### src/common/trr_map.svh
`ifndef TRR_MAP_SVH
`define TRR_MAP_SVH
// register selector values
`define TRR_PTR_RESULT 8'h00
`define TRR_PTR_CFG 8'h01
`define TRR_PTR_TLOW 8'h02
`define TRR_PTR_THIGH 8'h03
`define TRR_PTR_NV_CFG 8'h11
`define TRR_PTR_NV_TLOW 8'h12
`define TRR_PTR_NV_THIGH 8'h13
`define TRR_PTR_RST 8'h00
// result register
`define TRR_RESULT_RST 16'h0000
`define TRR_SIGN_BIT 15
// valid-bit masks per resolution_select code
`define TRR_RES_9B 2'h0
`define TRR_RES_10B 2'h1
`define TRR_RES_11B 2'h2
`define TRR_RES_12B 2'h3
`define TRR_MASK_9B 16'hff80
`define TRR_MASK_10B 16'hffc0
`define TRR_MASK_11B 16'hffe0
`define TRR_MASK_12B 16'hfff0
// fixed upper bits of the bus address byte, and the pin synchroniser width
`define TRR_ADDR_FIXED 4'h9
`define TRR_SYNC_W 5
`endif

### src/common/trr_pkg.sv
`default_nettype none
package trr_pkg;
  typedef enum logic [2:0] {
    TRR_ST_IDLE,
    TRR_ST_ADDR,
    TRR_ST_ACK,
    TRR_ST_WDATA,
    TRR_ST_TX,
    TRR_ST_MACK
  } trr_state_t;

  // finished conversion from the converter, same clock domain
  typedef struct packed {
    logic done;
    logic [15:0] measured_value_bits;
  } trr_conv_t;
endpackage : trr_pkg
`default_nettype wire

### src/verilog/trr_readout.sv
`include "trr_map.svh"
`default_nettype none
module trr_readout
  import trr_pkg::*;
#(
  parameter int RESULT_W = 16
) (
  input wire logic clock,
  input wire logic arst_n,
  input wire logic scl_in,
  input wire logic sda_in,
  output logic sda_out,
  output logic sda_oe,
  input wire logic [2:0] strapped_address_pins,
  input wire logic [1:0] resolution_select,
  input wire logic shutdown_mode,
  input wire trr_conv_t conv_in,
  output logic conv_start,
  output logic [15:0] temperature_result,
  output logic [7:0] register_selector,
  output logic read_busy
);

  // ----------------------------------------------------------------
  // elaboration checks
  // ----------------------------------------------------------------
  if (RESULT_W != 16) begin : g_bad_width
    $error("trr_readout: RESULT_W must be 16");
  end

  // ----------------------------------------------------------------
  // decode functions
  // ----------------------------------------------------------------
  function automatic logic [15:0] res_mask(input logic [1:0] res);
    logic [15:0] m;
    m = `TRR_MASK_9B;
    unique case (res)
      `TRR_RES_9B: m = `TRR_MASK_9B;
      `TRR_RES_10B: m = `TRR_MASK_10B;
      `TRR_RES_11B: m = `TRR_MASK_11B;
      `TRR_RES_12B: m = `TRR_MASK_12B;
    endcase
    return m;
  endfunction : res_mask

  function automatic logic ptr_valid(input logic [7:0] p);
    return (p == `TRR_PTR_RESULT) || (p == `TRR_PTR_CFG) ||
           (p == `TRR_PTR_TLOW) || (p == `TRR_PTR_THIGH) ||
           (p == `TRR_PTR_NV_CFG) || (p == `TRR_PTR_NV_TLOW) ||
           (p == `TRR_PTR_NV_THIGH);
  endfunction : ptr_valid

  // ----------------------------------------------------------------
  // pin synchronisers
  // ----------------------------------------------------------------
  logic [`TRR_SYNC_W-1:0] pins_raw;
  logic [`TRR_SYNC_W-1:0] sync1_ff;
  logic [`TRR_SYNC_W-1:0] sync2_ff;
  assign pins_raw = {strapped_address_pins, sda_in, scl_in};

  genvar gi;
  for (gi = 0; gi < `TRR_SYNC_W; gi++) begin : g_sync
    always_ff @(posedge clock or negedge arst_n) begin
      if (!arst_n) begin
        sync1_ff[gi] <= 1'b1;
        sync2_ff[gi] <= 1'b1;
      end else begin
        sync1_ff[gi] <= pins_raw[gi];
        sync2_ff[gi] <= sync1_ff[gi];
      end
    end
  end

  logic scl_d_ff;
  logic sda_d_ff;
  always_ff @(posedge clock or negedge arst_n) begin
    if (!arst_n) begin
      scl_d_ff <= 1'b1;
      sda_d_ff <= 1'b1;
    end else begin
      scl_d_ff <= sync2_ff[0];
      sda_d_ff <= sync2_ff[1];
    end
  end

  wire scl_s = sync2_ff[0];
  wire sda_s = sync2_ff[1];
  wire [2:0] addr_s = sync2_ff[4:2];
  wire scl_rise = scl_s & ~scl_d_ff;
  wire scl_fall = ~scl_s & scl_d_ff;
  wire start_cond = scl_s & scl_d_ff & sda_d_ff & ~sda_s;
  wire stop_cond = scl_s & scl_d_ff & ~sda_d_ff & sda_s;

  // ----------------------------------------------------------------
  // result register
  // ----------------------------------------------------------------
  logic [15:0] result_ff;
  logic read_busy_ff;
  // sign in bit 15 and left-justified data come from the converter;
  // only the masking below is ours
  wire [15:0] masked_value = conv_in.measured_value_bits &
    res_mask(resolution_select);
  // a skipped update is dropped, not held: the next conversion brings
  // fresher data anyway
  wire load_result = conv_in.done & ~read_busy_ff;

  always_ff @(posedge clock or negedge arst_n) begin
    if (!arst_n) begin
      result_ff <= `TRR_RESULT_RST;
    end else if (load_result) begin
      result_ff <= masked_value;
    end
  end

  // ----------------------------------------------------------------
  // power-up conversion in shutdown mode
  // ----------------------------------------------------------------
  logic boot_done_ff;
  logic conv_start_ff;
  always_ff @(posedge clock or negedge arst_n) begin
    if (!arst_n) begin
      boot_done_ff <= 1'b0;
      conv_start_ff <= 1'b0;
    end else begin
      boot_done_ff <= 1'b1;
      conv_start_ff <= ~boot_done_ff & shutdown_mode;
    end
  end

  // ----------------------------------------------------------------
  // serial slave
  // ----------------------------------------------------------------
  trr_state_t state_ff;
  logic [7:0] shreg_ff;
  logic [2:0] cnt_ff;
  logic got8_ff;
  logic rw_ff;
  logic first_ff;
  logic hi_ff;
  logic mack_ff;
  logic oe_ff;
  logic [7:0] ptr_ff;

  wire addr_match = shreg_ff[7:1] == {`TRR_ADDR_FIXED, addr_s};
  wire sel_result = ptr_ff == `TRR_PTR_RESULT;
  // other selections belong to registers outside this block; read as 0
  wire [7:0] byte_hi = sel_result ? result_ff[15:8] : 8'h00;
  wire [7:0] byte_lo = sel_result ? result_ff[7:0] : 8'h00;
  wire ptr_ok = first_ff & ptr_valid(shreg_ff);

  always_ff @(posedge clock or negedge arst_n) begin
    if (!arst_n) begin
      state_ff <= TRR_ST_IDLE;
      shreg_ff <= 8'h00;
      cnt_ff <= 3'h0;
      got8_ff <= 1'b0;
      rw_ff <= 1'b0;
      first_ff <= 1'b0;
      hi_ff <= 1'b0;
      mack_ff <= 1'b0;
      oe_ff <= 1'b0;
      ptr_ff <= `TRR_PTR_RST;
      read_busy_ff <= 1'b0;
    end else if (stop_cond) begin
      state_ff <= TRR_ST_IDLE;
      oe_ff <= 1'b0;
      read_busy_ff <= 1'b0;
    end else if (start_cond) begin
      state_ff <= TRR_ST_ADDR;
      cnt_ff <= 3'h0;
      got8_ff <= 1'b0;
      oe_ff <= 1'b0;
      read_busy_ff <= 1'b0;
    end else begin
      unique case (state_ff)
        TRR_ST_IDLE: begin
          oe_ff <= 1'b0;
        end
        TRR_ST_ADDR, TRR_ST_WDATA: begin
          if (scl_rise) begin
            shreg_ff <= {shreg_ff[6:0], sda_s};
            cnt_ff <= cnt_ff + 3'h1;
            got8_ff <= cnt_ff == 3'h7;
          end else if (scl_fall && got8_ff) begin
            got8_ff <= 1'b0;
            if (state_ff == TRR_ST_ADDR) begin
              if (addr_match) begin
                oe_ff <= 1'b1;
                rw_ff <= shreg_ff[0];
                first_ff <= ~shreg_ff[0];
                read_busy_ff <= shreg_ff[0];
                state_ff <= TRR_ST_ACK;
              end else begin
                state_ff <= TRR_ST_IDLE;
              end
            end else begin
              // only a selector byte that ptr_valid accepts is acked; other selectors and data bytes are refused
              oe_ff <= ptr_ok;
              if (ptr_ok) begin
                ptr_ff <= shreg_ff;
              end
              first_ff <= 1'b0;
              state_ff <= TRR_ST_ACK;
            end
          end
        end
        TRR_ST_ACK: begin
          if (scl_fall) begin
            cnt_ff <= 3'h0;
            if (rw_ff) begin
              shreg_ff <= {byte_hi[6:0], 1'b0};
              oe_ff <= ~byte_hi[7];
              hi_ff <= 1'b1;
              state_ff <= TRR_ST_TX;
            end else begin
              oe_ff <= 1'b0;
              state_ff <= TRR_ST_WDATA;
            end
          end
        end
        TRR_ST_TX: begin
          if (scl_fall) begin
            if (cnt_ff == 3'h7) begin
              oe_ff <= 1'b0;
              state_ff <= TRR_ST_MACK;
            end else begin
              cnt_ff <= cnt_ff + 3'h1;
              oe_ff <= ~shreg_ff[7];
              shreg_ff <= {shreg_ff[6:0], 1'b0};
            end
          end
        end
        TRR_ST_MACK: begin
          if (scl_rise) begin
            mack_ff <= ~sda_s;
          end else if (scl_fall) begin
            cnt_ff <= 3'h0;
            if (mack_ff && hi_ff) begin
              shreg_ff <= {byte_lo[6:0], 1'b0};
              oe_ff <= ~byte_lo[7];
              hi_ff <= 1'b0;
              state_ff <= TRR_ST_TX;
            end else if (mack_ff) begin
              shreg_ff <= {byte_hi[6:0], 1'b0};
              oe_ff <= ~byte_hi[7];
              hi_ff <= 1'b1;
              state_ff <= TRR_ST_TX;
            end else begin
              // master nack: release the line, wait for stop or start
              oe_ff <= 1'b0;
              read_busy_ff <= 1'b0;
              state_ff <= TRR_ST_IDLE;
            end
          end
        end
      endcase
    end
  end

  // ----------------------------------------------------------------
  // outputs
  // ----------------------------------------------------------------
  logic sda_out_ff;
  always_ff @(posedge clock or negedge arst_n) begin
    if (!arst_n) begin
      sda_out_ff <= 1'b0;
    end else begin
      sda_out_ff <= 1'b0;
    end
  end

  assign sda_out = sda_out_ff;
  assign sda_oe = oe_ff;
  assign conv_start = conv_start_ff;
  assign temperature_result = result_ff;
  assign register_selector = ptr_ff;
  assign read_busy = read_busy_ff;

endmodule : trr_readout
`default_nettype wire

### config.mk
export PLATFORM = sky130hd
export DESIGN_NAME = trr_readout
export DESIGN_NICKNAME = d
export VERILOG_FILES = /design/src/common/trr_pkg.sv /design/src/verilog/trr_readout.sv
export VERILOG_INCLUDE_DIRS = /design/src /design/src/common
export SDC_FILE = /design/constraint.sdc
export NUM_CORES = 1
export LEC_CHECK = 0
export ABC_AREA = 1
export BUFFER_PORTS_ARGS = -buffer_cell sky130_fd_sc_hd__buf_2
export CORE_ASPECT_RATIO = 0.6
export CORE_MARGIN = 1.5
export CORE_UTILIZATION = 28
export CTS_CLUSTER_DIAMETER = 60
export DETAILED_ROUTE_END_ITERATION = 10
export GPL_ROUTABILITY_DRIVEN = 0
export GPL_TIMING_DRIVEN = 0
export PLACE_DENSITY_LB_ADDON = 0.08
export REMOVE_ABC_BUFFERS = 1
export SYNTH_ARGS = -nofsm -noshare
export SYNTH_HDL_FRONTEND = slang
export SYNTH_SLANG_ARGS = --single-unit
### constraint.sdc
create_clock -name clock -period 1.9 [get_ports clock]
set_input_delay 0.475 -clock clock [delete_from_list [all_inputs] [get_ports clock]]
set_output_delay 0.475 -clock clock [all_outputs]
set_load 0.1 [all_outputs]
==> summary.md, run 1 <==
| Metric | Value |
|---|---|
| Width of the die | `between 100 and 150 um` |
| Hold Path Class | `in -> async` |
| Starting Density | `0.292` |
| Synth warnings | `0` |
| CTS Buf Count | `5` |
| Crit Path Category | `reg -> reg` |
| Hold_ws | `between 0.2 and 0.25 ns` |
| Number of diodes | `0` |
| Area growth syn-to-layout | `19.8%` |
| CTS H-Tree Depth | `2` |
| Final setup viols | `0` |
| RSZ-0062 raised after global routing | `false` |
| Setup Skew | `0.00815 ns` |
| Cell leakage power | `about 0.0018 uW` |
| Worst Path Max Fanout | `13` |
| Clk pin slew, worst setup/hold paths | `~0.070 ns` |
| Combinational power share | `0.453` |
| Vias per Instance | `around 4.3` |
| CTS tree | `built` |
| Final worst-path setup slack | `0.158 ns` |
| Share of cells above drive strength 1 | `0.236` |
| Longest Clk Path Bufs | `2` |
| Flop pwr share | `0.343` |
| Vias in the first global route | `2048` |
| Mapped Avg Cell Area | `approximately 7.8 um2` |
| Cts hold-fix bufs | `0` |
| Distinct cell type count after synthesis | `27` |
| Number of nets with antenna violations after routing | `0` |
| Seq cells post-synth | `55` |
| Period Utilization, post-route | `0.917` |
| Setup crit end kind | `register` |
| Nets | `roughly 430` |
| Internal power | `between 2000 and 2500 uW` |
| Synth Cell Area | `2720 um2` |
| Core area | `9290 um2` |
| First-pass GRT wire length | `~11 mm` |
| Global route overflow | `0` |
| Psw | `2270 uW` |
| Wirelength, routed | `between 6 and 7 mm` |
| Max Clock Freq | `between 500 and 600 MHz` |
| Pre-Repair DR Iteration Count | `4` |
| Pre-CTS WS | `-0.0940 ns` |
| FP Rows | `27` |
| Via count | `around 2300` |
| Worst EP required | `between 2 and 2.5 ns` |
| Power per Cell Area | `between 1000 and 1500 nW/um2` |
| Ports | `55` |
| Hpwl dp | `a little over 5 mm` |
| Root buffer cell | `clkbuf_16` |
| DRT iter0 DRCs | `94` |
| Largest net degree at the start of global routing | `56` |
| Headroom to the max-slew limit | `0.529` |
| Gr usage total | `0.140` |
| Port Buffer Count | `45` |
| Sw Share | `0.479` |
| Post-route minimum period | `1.74 ns` |
| Startpoint types | `register` |
| Clk sinks | `55` |
| Peak VDD IR | `between 0.8 and 0.9 mV` |
| Worst-Margin Slew | `0.706 ns` |
| Critical path data arrival time | `1.93 ns` |
| Die Y | `79.3 um` |
| Max Slew Vio Count | `0` |
| Mapped Cells | `350` |
| Clk pwr share | `0.205` |
| Seq/Total Area, Yosys | `0.512` |
| DRC | `0` |
| WL per Instance | `between 10 and 15 um` |
| Die Area | `10300 um2` |
| Initial antenna violation count | `0` |
| Hold Fails Final Rpt | `0` |
| Worst-Skew Late Latency | `between 0.2 and 0.3 ns` |
| Maximum Capacitance Violations | `0` |
| Status | `finished, final reports clean` |
[cells in the final DEF, fill, tap and decap left out]
cell / instances
nor3_1: 3
clkbuf_16: 5
nand2_1: 113
o211a_1: 1
a31oi_1: 1
o21ai_0: 20
nor2_1: 33
nand2_2: 7
o21ai_2: 1
inv_4: 1
nand3_1: 21
clkbuf_8: 2
a21oi_1: 7
nand4_1: 13
dfstp_2: 12
conb_1: 6
o21ai_1: 5
nand3_2: 4
or2_0: 1
a21oi_4: 1
buf_2: 44
ha_1: 2
nor2_2: 8
dfrtp_1: 43
inv_2: 5
or2_2: 1
clkbuf_1: 1
inv_1: 34
nor2_4: 1
buf_4: 2
[power by group through the flow]
stage / Sequential [uW] / Clock, uW / Combinational [uW]
detailed placement: 1640 / 0 / 2090
finish: 1620 / 969 / 2140
CTS: 1620 / 1020 / 2100
global route: 1660 / 1060 / 2330
floorplan: 2250 / 0 / 990
global placement: 1640 / 0 / 2090
[critical path, cell delays in order (launching register included)]
cell and delay (ns):
dfrtp_1 0.47, inv_2 0.10, nand3_2 0.19, nand2_2 0.31, nor2_1 0.09, nor3_1 0.20, nand2_2 0.14, nand2_1 0.08
o21ai_1 0.06
[cells in the mapped netlist]
| cell type | n | area share |
|---|---|---|
| nand2_1 | 116 | 0.16 |
| dfrtp_1 | 43 | 0.40 |
| nor2_1 | 37 | 0.051 |
| inv_1 | 34 | 0.047 |
| nand3_1 | 23 | 0.042 |
| o21ai_0 | 20 | 0.037 |
| nand4_1 | 13 | 0.030 |
| dfstp_2 | 12 | 0.12 |
| a21oi_1 | 7 | 0.013 |
| inv_2 | 6 | 0.0083 |
| o21ai_1 | 6 | 0.011 |
| buf_4 | 5 | 0.014 |
| nand2_2 | 4 | 0.0092 |
| nor2_2 | 4 | 0.0092 |
| clkbuf_1 | 3 | 0.0041 |
| nor3_1 | 3 | 0.0055 |
| conb_1 | 2 | 0.0028 |
| ha_1 | 2 | 0.0092 |
| nand3_2 | 2 | 0.0074 |
| a21oi_4 | 1 | 0.0060 |
| a31oi_1 | 1 | 0.0023 |
| buf_2 | 1 | 0.0018 |
| buf_6 | 1 | 0.0041 |
| nor2_4 | 1 | 0.0041 |
| o211a_1 | 1 | 0.0037 |
| or2_0 | 1 | 0.0023 |
| or2_2 | 1 | 0.0023 |
[through the flow]
step / TNS (ns) / power, uW / instances / instance area, um2 / utilization
final: 0 / 4730 / 528 / 3250 / 0.350
after detailed placement: -0.707 / 3730 / 519 / 3050 / 0.329
after global placement: -0.0164 / 3730 / 519 / 3050 / 0.329
after CTS: 0 / 4740 / 527 / 3210 / 0.346
after floorplan: -0.0384 / 3240 / 344 / 2670 / -
after global routing: 0 / 5050 / 528 / 3250 / 0.350
[final cells by class]
class / instances / area (um2)
Fill cell: 1012 / 6040
Sequential cell: 55 / 1390
Multi-Input combinational cell: 249 / 1160
Timing Repair Buffer: 46 / 235
Tap cell: 130 / 163
Clock buffer: 8 / 156
Inverter: 40 / 153
[what timing repair did]
item / in CTS / in global routing
buffers inserted: 0 / 1
setup endpoints to repair: 1 / 18
resized for setup: 1 / 10
[final timing paths]
kind	startpoint	endpoint	slack (ns)	depth (start not counted)
worst max-delay path	state_ff[2]	cnt_ff[0]	0.16	8
worst min-delay path	arst_n	cnt_ff[0]	0.23	1
worst max register to register	state_ff[2]	cnt_ff[0]	0.16	8
worst min register to register	sync1_ff[1]	sda_s	0.36	0
max in group asynchronous	arst_n	mack_ff	1.20	1
min in group clock	scl_in	sync1_ff[0]	0.28	1
[registers in the layout, summed over array words and instances, names as in the netlist]
register and cells:
sda_oe 1, sda_s 1, shreg_ff 8, scl_d_ff 1, read_busy 1, boot_done_ff 1, register_selector 8, state_ff 3
hi_ff 1, mack_ff 1, conv_start 1, temperature_result 12, scl_s 1, got8_ff 1, first_ff 1, cnt_ff 3
sync1_ff 5, addr_s 3, sda_d_ff 1, rw_ff 1
[logic make-up after synthesis]
group	count (synthesis)	synth area share
other	2	0.00276
flip-flops	55	0.512
buffers and inverters	50	0.0792
adder cells (fa/ha/maj)	2	0.00921
AND/OR/NAND/NOR	205	0.324
AO/OA/AOI/OAI	36	0.0728
[metal layers]
layer,GRT usage,wire length [um]
met2,0.167,2370
met4,0.0300,31
met1,0.232,4000
met5,0,0
met3,0.0404,445
(Power assumes the default switching activity.)
==> run 2: changes to the inputs <==
CORE_MARGIN = 2   (was 1.5)
==> summary.md, run 2 (same netlist as run 1, synthesis figures left out) <==
| Metric | Value |
|---|---|
| Pre-Repair DR Iteration Count | `4` |
| Highest metal used | `met4` |
| CTS Buf Count | `5` |
| Hold Path Class | `in -> async` |
| Worst Path Max Fanout | `6` |
| CP Cell Sequence | `ha_1 > ha_1 > nand4_1 > nand2_1 > a21oi_4 > inv_1 > nand2_1 > nand2_2 > nand2_1 > o21ai_1` |
| R2R setup slack | `roughly 0.15 ns` |
| First-pass GRT wire length | `around 11 mm` |
| Pre-CTS WS | `-0.0886 ns` |
| Vias per Instance | `~4.2` |
| CTS H-Tree Depth | `2` |
| Power per Cell Area | `around 1500 nW/um2` |
| Width of the die | `131 um` |
| Clk pin slew, worst setup/hold paths | `about 0.070 ns` |
| Headroom to the max-slew limit | `0.517` |
| Die Y | `roughly 80 um` |
| Hold Fails Final Rpt | `0` |
| CP Buf/Inv Count | `1` |
| Worst-Skew Late Latency | `approximately 0.30 ns` |
| Post-layout util | `0.351` |
| Startpoint types | `register` |
| RSZ-0062 raised after global routing | `true` |
| Worst EP required | `2.09 ns` |
| Most frequent cells in the layout | `nand2_1, buf_2, dfrtp_1` |
| Area growth syn-to-layout | `20.2%` |
| Core area | `about 9300 um2` |
| DRT iter0 DRCs | `100` |
| Global route overflow | `0` |
| Period Utilization, post-route | `0.918` |
| Root buffer cell | `clkbuf_16` |
| Largest delay share family, worst path | `simple AND/OR/NAND/NOR gates` |
| Critical Path Stages | `10` |
| Clk sinks | `55` |
| Critical R2R Launch | `cnt_ff[0]` |
| Share of cells above drive strength 1 | `0.236` |
| Post-Route Setup TNS | `0 ns` |
| Met1 WL | `between 3 and 4 mm` |
| Gr usage total | `0.141` |
| Vias in the first global route | `between 2000 and 2500` |
| Port Buffer Count | `45` |
| Number of nets with antenna violations after routing | `0` |
| Peak VDD IR | `approximately 0.7 mV` |
| Worst-Margin Slew | `just over 0.7 ns` |
| FP Rows | `27` |
| Nets | `426` |
| Worst R2R End | `cnt_ff[1]` |
| Setup Skew | `0.0109 ns` |
| Starting Density | `0.292` |
| Metal2 WL | `2.36 mm` |
| Commonest non-fill, non-tap cell in the layout | `nand2_1` |
| Post-route minimum period | `1.75 ns` |
| Ports | `55` |
| Max reg flops | `12` |
| Setup crit end kind | `register` |
| Final setup viols | `0` |
| Largest net degree at the start of global routing | `between 50 and 60` |
| Initial antenna violation count | `0` |
| Maximum Capacitance Violations | `0` |
| Max Slew Vio Count | `0` |
| Wirelength, routed | `6.83 mm` |
| CTS tree | `built` |
| Hpwl dp | `~5.1 mm` |
| WL per Instance | `between 10 and 15 um` |
| Max Clock Freq | `between 500 and 600 MHz` |
| WL met3 | `between 400 and 500 um` |
| Slowest-stage cell, CP | `dfrtp_1` |
| Number of diodes | `0` |
| Longest Clk Path Bufs | `2` |
| Via count | `approximately 2200` |
| Die Area | `between 10000 and 15000 um2` |
| Filler cell count | `1039` |
| Final worst-path setup slack | `0.155 ns` |
| Crit Path Category | `reg -> reg` |
| DRC | `0` |
| Status | `finished, final reports clean` |
| Critical path data arrival time | `1.93 ns` |
| Highest cell delay on the worst timing path | `0.40 ns` |
| R2R depth | `10` |
| Top cell by count, worst path | `nand2_1` |
| Cell leakage power | `0.00176 uW` |
==> run 2: cell counts in the layout (fill, tap and decap cells not counted) <==
Identical to the previous run, type by type.
==> run 2: layer usage <==
layer | track usage | vias to the layer above
met3 | 0.0398 | 4
met2 | 0.176 | 74
met5 | 0 | -
li1 | - | 1191
met4 | 0.0424 | 0
met1 | 0.223 | 969
==> run 2: layout make-up <==
cell class / instances / area (um2) / area share
multi-input combinational: 249 / 1170 / 0.357
inverter: 40 / 153 / 0.0468
tap: 130 / 163 / 0.0498
timing repair buffer: 46 / 235 / 0.0721
sequential: 55 / 1390 / 0.426
clock buffer: 8 / 156 / 0.0479
==> run 2: worst reg2reg max path: cells and delay by family, from the launching register on <==
family	cells	cell delay (ns)
compound gates	2	0.25
buf+inv	1	0.06
fa+ha+maj	2	0.45
flops	1	0.40
simple gates	5	0.46
==> run 2: stage by stage <==
stage | instance area, um2 | cells | hold slack (ns) | power, uW
after floorplan | 2670 | 344 | 0.179 | 3240
after global placement | 3050 | 519 | 0.347 | 3730
after detailed placement | 3050 | 519 | 0.347 | 3730
after CTS | 3210 | 527 | 0.263 | 4740
after global routing | 3260 | 528 | 0.257 | 5100
final | 3260 | 528 | 0.226 | 4760
==> run 2: worst max path at each step <==
| stage | to | from | slack [ns] |
|---|---|---|---|
| finish | cnt_ff[1] | cnt_ff[0] | 0.15 |
| global route | cnt_ff[1] | scl_s | -0.02 |
| CTS | cnt_ff[2] | scl_s | 0.04 |
| detailed placement | temperature_result[6] | conv_in[16] | -0.09 |
| global placement | sda_oe | register_selector[7] | 0.001 |
| floorplan | sda_oe | register_selector[7] | -0.04 |
==> run 2: where the power goes <==
| group | internal (uW) | leakage [uW] | switching [uW] | total, uW |
|---|---|---|---|---|
| clock | 563 | 0.0000772 | 415 | 978 |
| sequential | 1410 | 0.000688 | 208 | 1620 |
| combinational | 499 | 0.000996 | 1660 | 2160 |
==> run 2: repair_timing <==
item / 4_1_cts / 5_1_grt
setup buffers: 0 / 1
hold buffers: 0 / 0
gates resized for setup: 1 / 12
setup endpoints to repair: 1 / 21
==> run 3: changes to the inputs <==
PLACE_DENSITY_LB_ADDON = 0.2   (was 0.08)
==> summary.md, run 3 (same netlist as run 1, synthesis figures left out) <==
| Metric | Value |
|---|---|
| Status | `finished, final reports clean` |
| Max Slew Vio Count | `0` |
| RSZ-0062 raised after global routing | `true` |
| Area growth syn-to-layout | `18.9%` |
| Worst-Skew Late Latency | `just under 0.3 ns` |
| Wirelength, routed | `around 6.6 mm` |
| Area after DPL | `around 3100 um2` |
| Origin of the worst setup path | `state_ff[2]` |
| CP Cell Sequence | `inv_2 > nand3_2 > nand2_2 > a21oi_4 > inv_1 > nand2_1 > nand2_1 > nand2_1 > o21ai_1` |
| Nets | `between 400 and 500` |
| Met1 WL | `between 3 and 4 mm` |
| Critical R2R Launch | `state_ff[2]` |
| Hold Path Class | `in -> async` |
| CTS Buf Count | `5` |
| Power per Cell Area | `1450 nW/um2` |
| Largest delay share family, worst path | `simple AND/OR/NAND/NOR gates` |
| Max Clock Freq | `approximately 560 MHz` |
| Root buffer cell | `clkbuf_16` |
| Worst-Margin Slew | `roughly 0.69 ns` |
| CP Buf/Inv Count | `2` |
| Clk sinks | `55` |
| Width of the die | `approximately 130 um` |
| Peak VDD IR | `0.760 mV` |
| Setup crit end kind | `register` |
| Vias in the first global route | `2022` |
| Commonest non-fill, non-tap cell in the layout | `nand2_1` |
| CTS tree | `built` |
| Setup Skew | `0.0111 ns` |
| WL per Instance | `12.5 um` |
| Cell leakage power | `0.00175 uW` |
| Longest Clk Path Bufs | `2` |
| Worst Path Max Fanout | `13` |
| Maximum Capacitance Violations | `0` |
| First-pass GRT wire length | `between 10 and 15 mm` |
| Number of nets with antenna violations after routing | `0` |
| Core area | `~9300 um2` |
| Starting Density | `0.292` |
| Ports | `between 50 and 60` |
| Max reg flops | `12` |
| Share of cells above drive strength 1 | `0.222` |
| Placed cells | `roughly 520` |
| Hold Fails Final Rpt | `0` |
| CTS H-Tree Depth | `2` |
| Post-route cell area | `roughly 3200 um2` |
| Metal2 WL | `2.14 mm` |
| Number of diodes | `0` |
| Pre-Repair DR Iteration Count | `4` |
| Gr usage total | `0.131` |
| Slowest-stage cell, CP | `dfrtp_1` |
| Final setup viols | `0` |
| Clk pin slew, worst setup/hold paths | `0.07 ns` |
| Top cell by count, worst path | `nand2_1` |
| Die Y | `around 80 um` |
| Non-filler cells, final | `between 500 and 600` |
| Via count | `2277` |
| Worst R2R End | `cnt_ff[2]` |
| DRC | `0` |
| Vias per Instance | `4.32` |
| Area of the multi-input gates | `1140 um2` |
| Highest metal used | `met4` |
| Headroom to the max-slew limit | `0.541` |
| WL met3 | `436 um` |
| Largest net degree at the start of global routing | `56` |
| R2R setup slack | `0.1 ns` |
| FP Rows | `27` |
| Register area | `about 1400 um2` |
| Die Area | `roughly 11000 um2` |
| Highest cell delay on the worst timing path | `approximately 0.52 ns` |
| Filler cell count | `a little under 1000` |
| Post-route minimum period | `~1.8 ns` |
| Global route overflow | `0` |
| Startpoint types | `register` |
| Worst EP required | `about 2.1 ns` |
| Critical path data arrival time | `a little under 2 ns` |
| Period Utilization, post-route | `0.948` |
| R2R depth | `9` |
| Crit Path Category | `reg -> reg` |
| Most frequent cells in the layout | `nand2_1, buf_2, dfrtp_1` |
| Port Buffer Count | `45` |
| Hpwl dp | `between 5 and 6 mm` |
| Initial antenna violation count | `0` |
| DRT iter0 DRCs | `180` |
-- run 3: area by class of cell --
type,count,share of cell area
sequential,55,0.431
multi-input combinational,249,0.353
timing repair buffer,45,0.0705
tap,130,0.0503
clock buffer,8,0.0484
inverter,40,0.0473
-- run 3: worst max-delay path by stage --
stage	end	slack, ns	cells after the start
global placement	sda_oe	0.002	8
global route	state_ff[2]	-0.07	10
finish	cnt_ff[2]	0.1	9
detailed placement	sda_oe	-0.04	8
floorplan	sda_oe	-0.04	8
CTS	cnt_ff[2]	0.02	9
-- run 3: worst reg2reg max path, stage by stage, from the launching register on --
cell	delay (ns)
dfrtp_1	0.52
inv_2	0.08
nand3_2	0.18
nand2_2	0.21
a21oi_4	0.26
inv_1	0.06
nand2_1	0.05
nand2_1	0.17
nand2_1	0.10
o21ai_1	0.06
-- run 3: what timing repair did --
action                                  4_1_cts  5_1_grt
gates resized for setup                       1        5
endpoints found under the setup margin        1       16
hold buffers                                  0        0
cloned                                        0        0
setup buffers                                 0        0
-- run 3: metrics by stage --
stage	TNS, ns	hold WS, ns	total power, uW	utilization	setup WS [ns]
5_1_grt	-0.256	0.265	4990	0.348	-0.0708
3_5_place_dp	-0.0374	0.347	3710	0.329	-0.0374
2_1_floorplan	-0.0384	0.179	3240	-	-0.0384
6_report	0	0.220	4670	0.348	0.0987
4_1_cts	0	0.274	4700	0.346	0.0172
3_3_place_gp	0	0.347	3700	0.329	0.00157
-- run 3: power breakdown --
group | switching (uW) | internal (uW)
clock network | 396 | 562
logic | 1620 | 468
registers | 213 | 1410
total | 2230 | 2440
-- run 3: layer usage --
metal  track usage  vias to the layer above
met5             0                        -
met3        0.0385                        4
met1         0.219                     1004
met4        0.0293                        0
met2         0.153                       71
li1              -                     1198
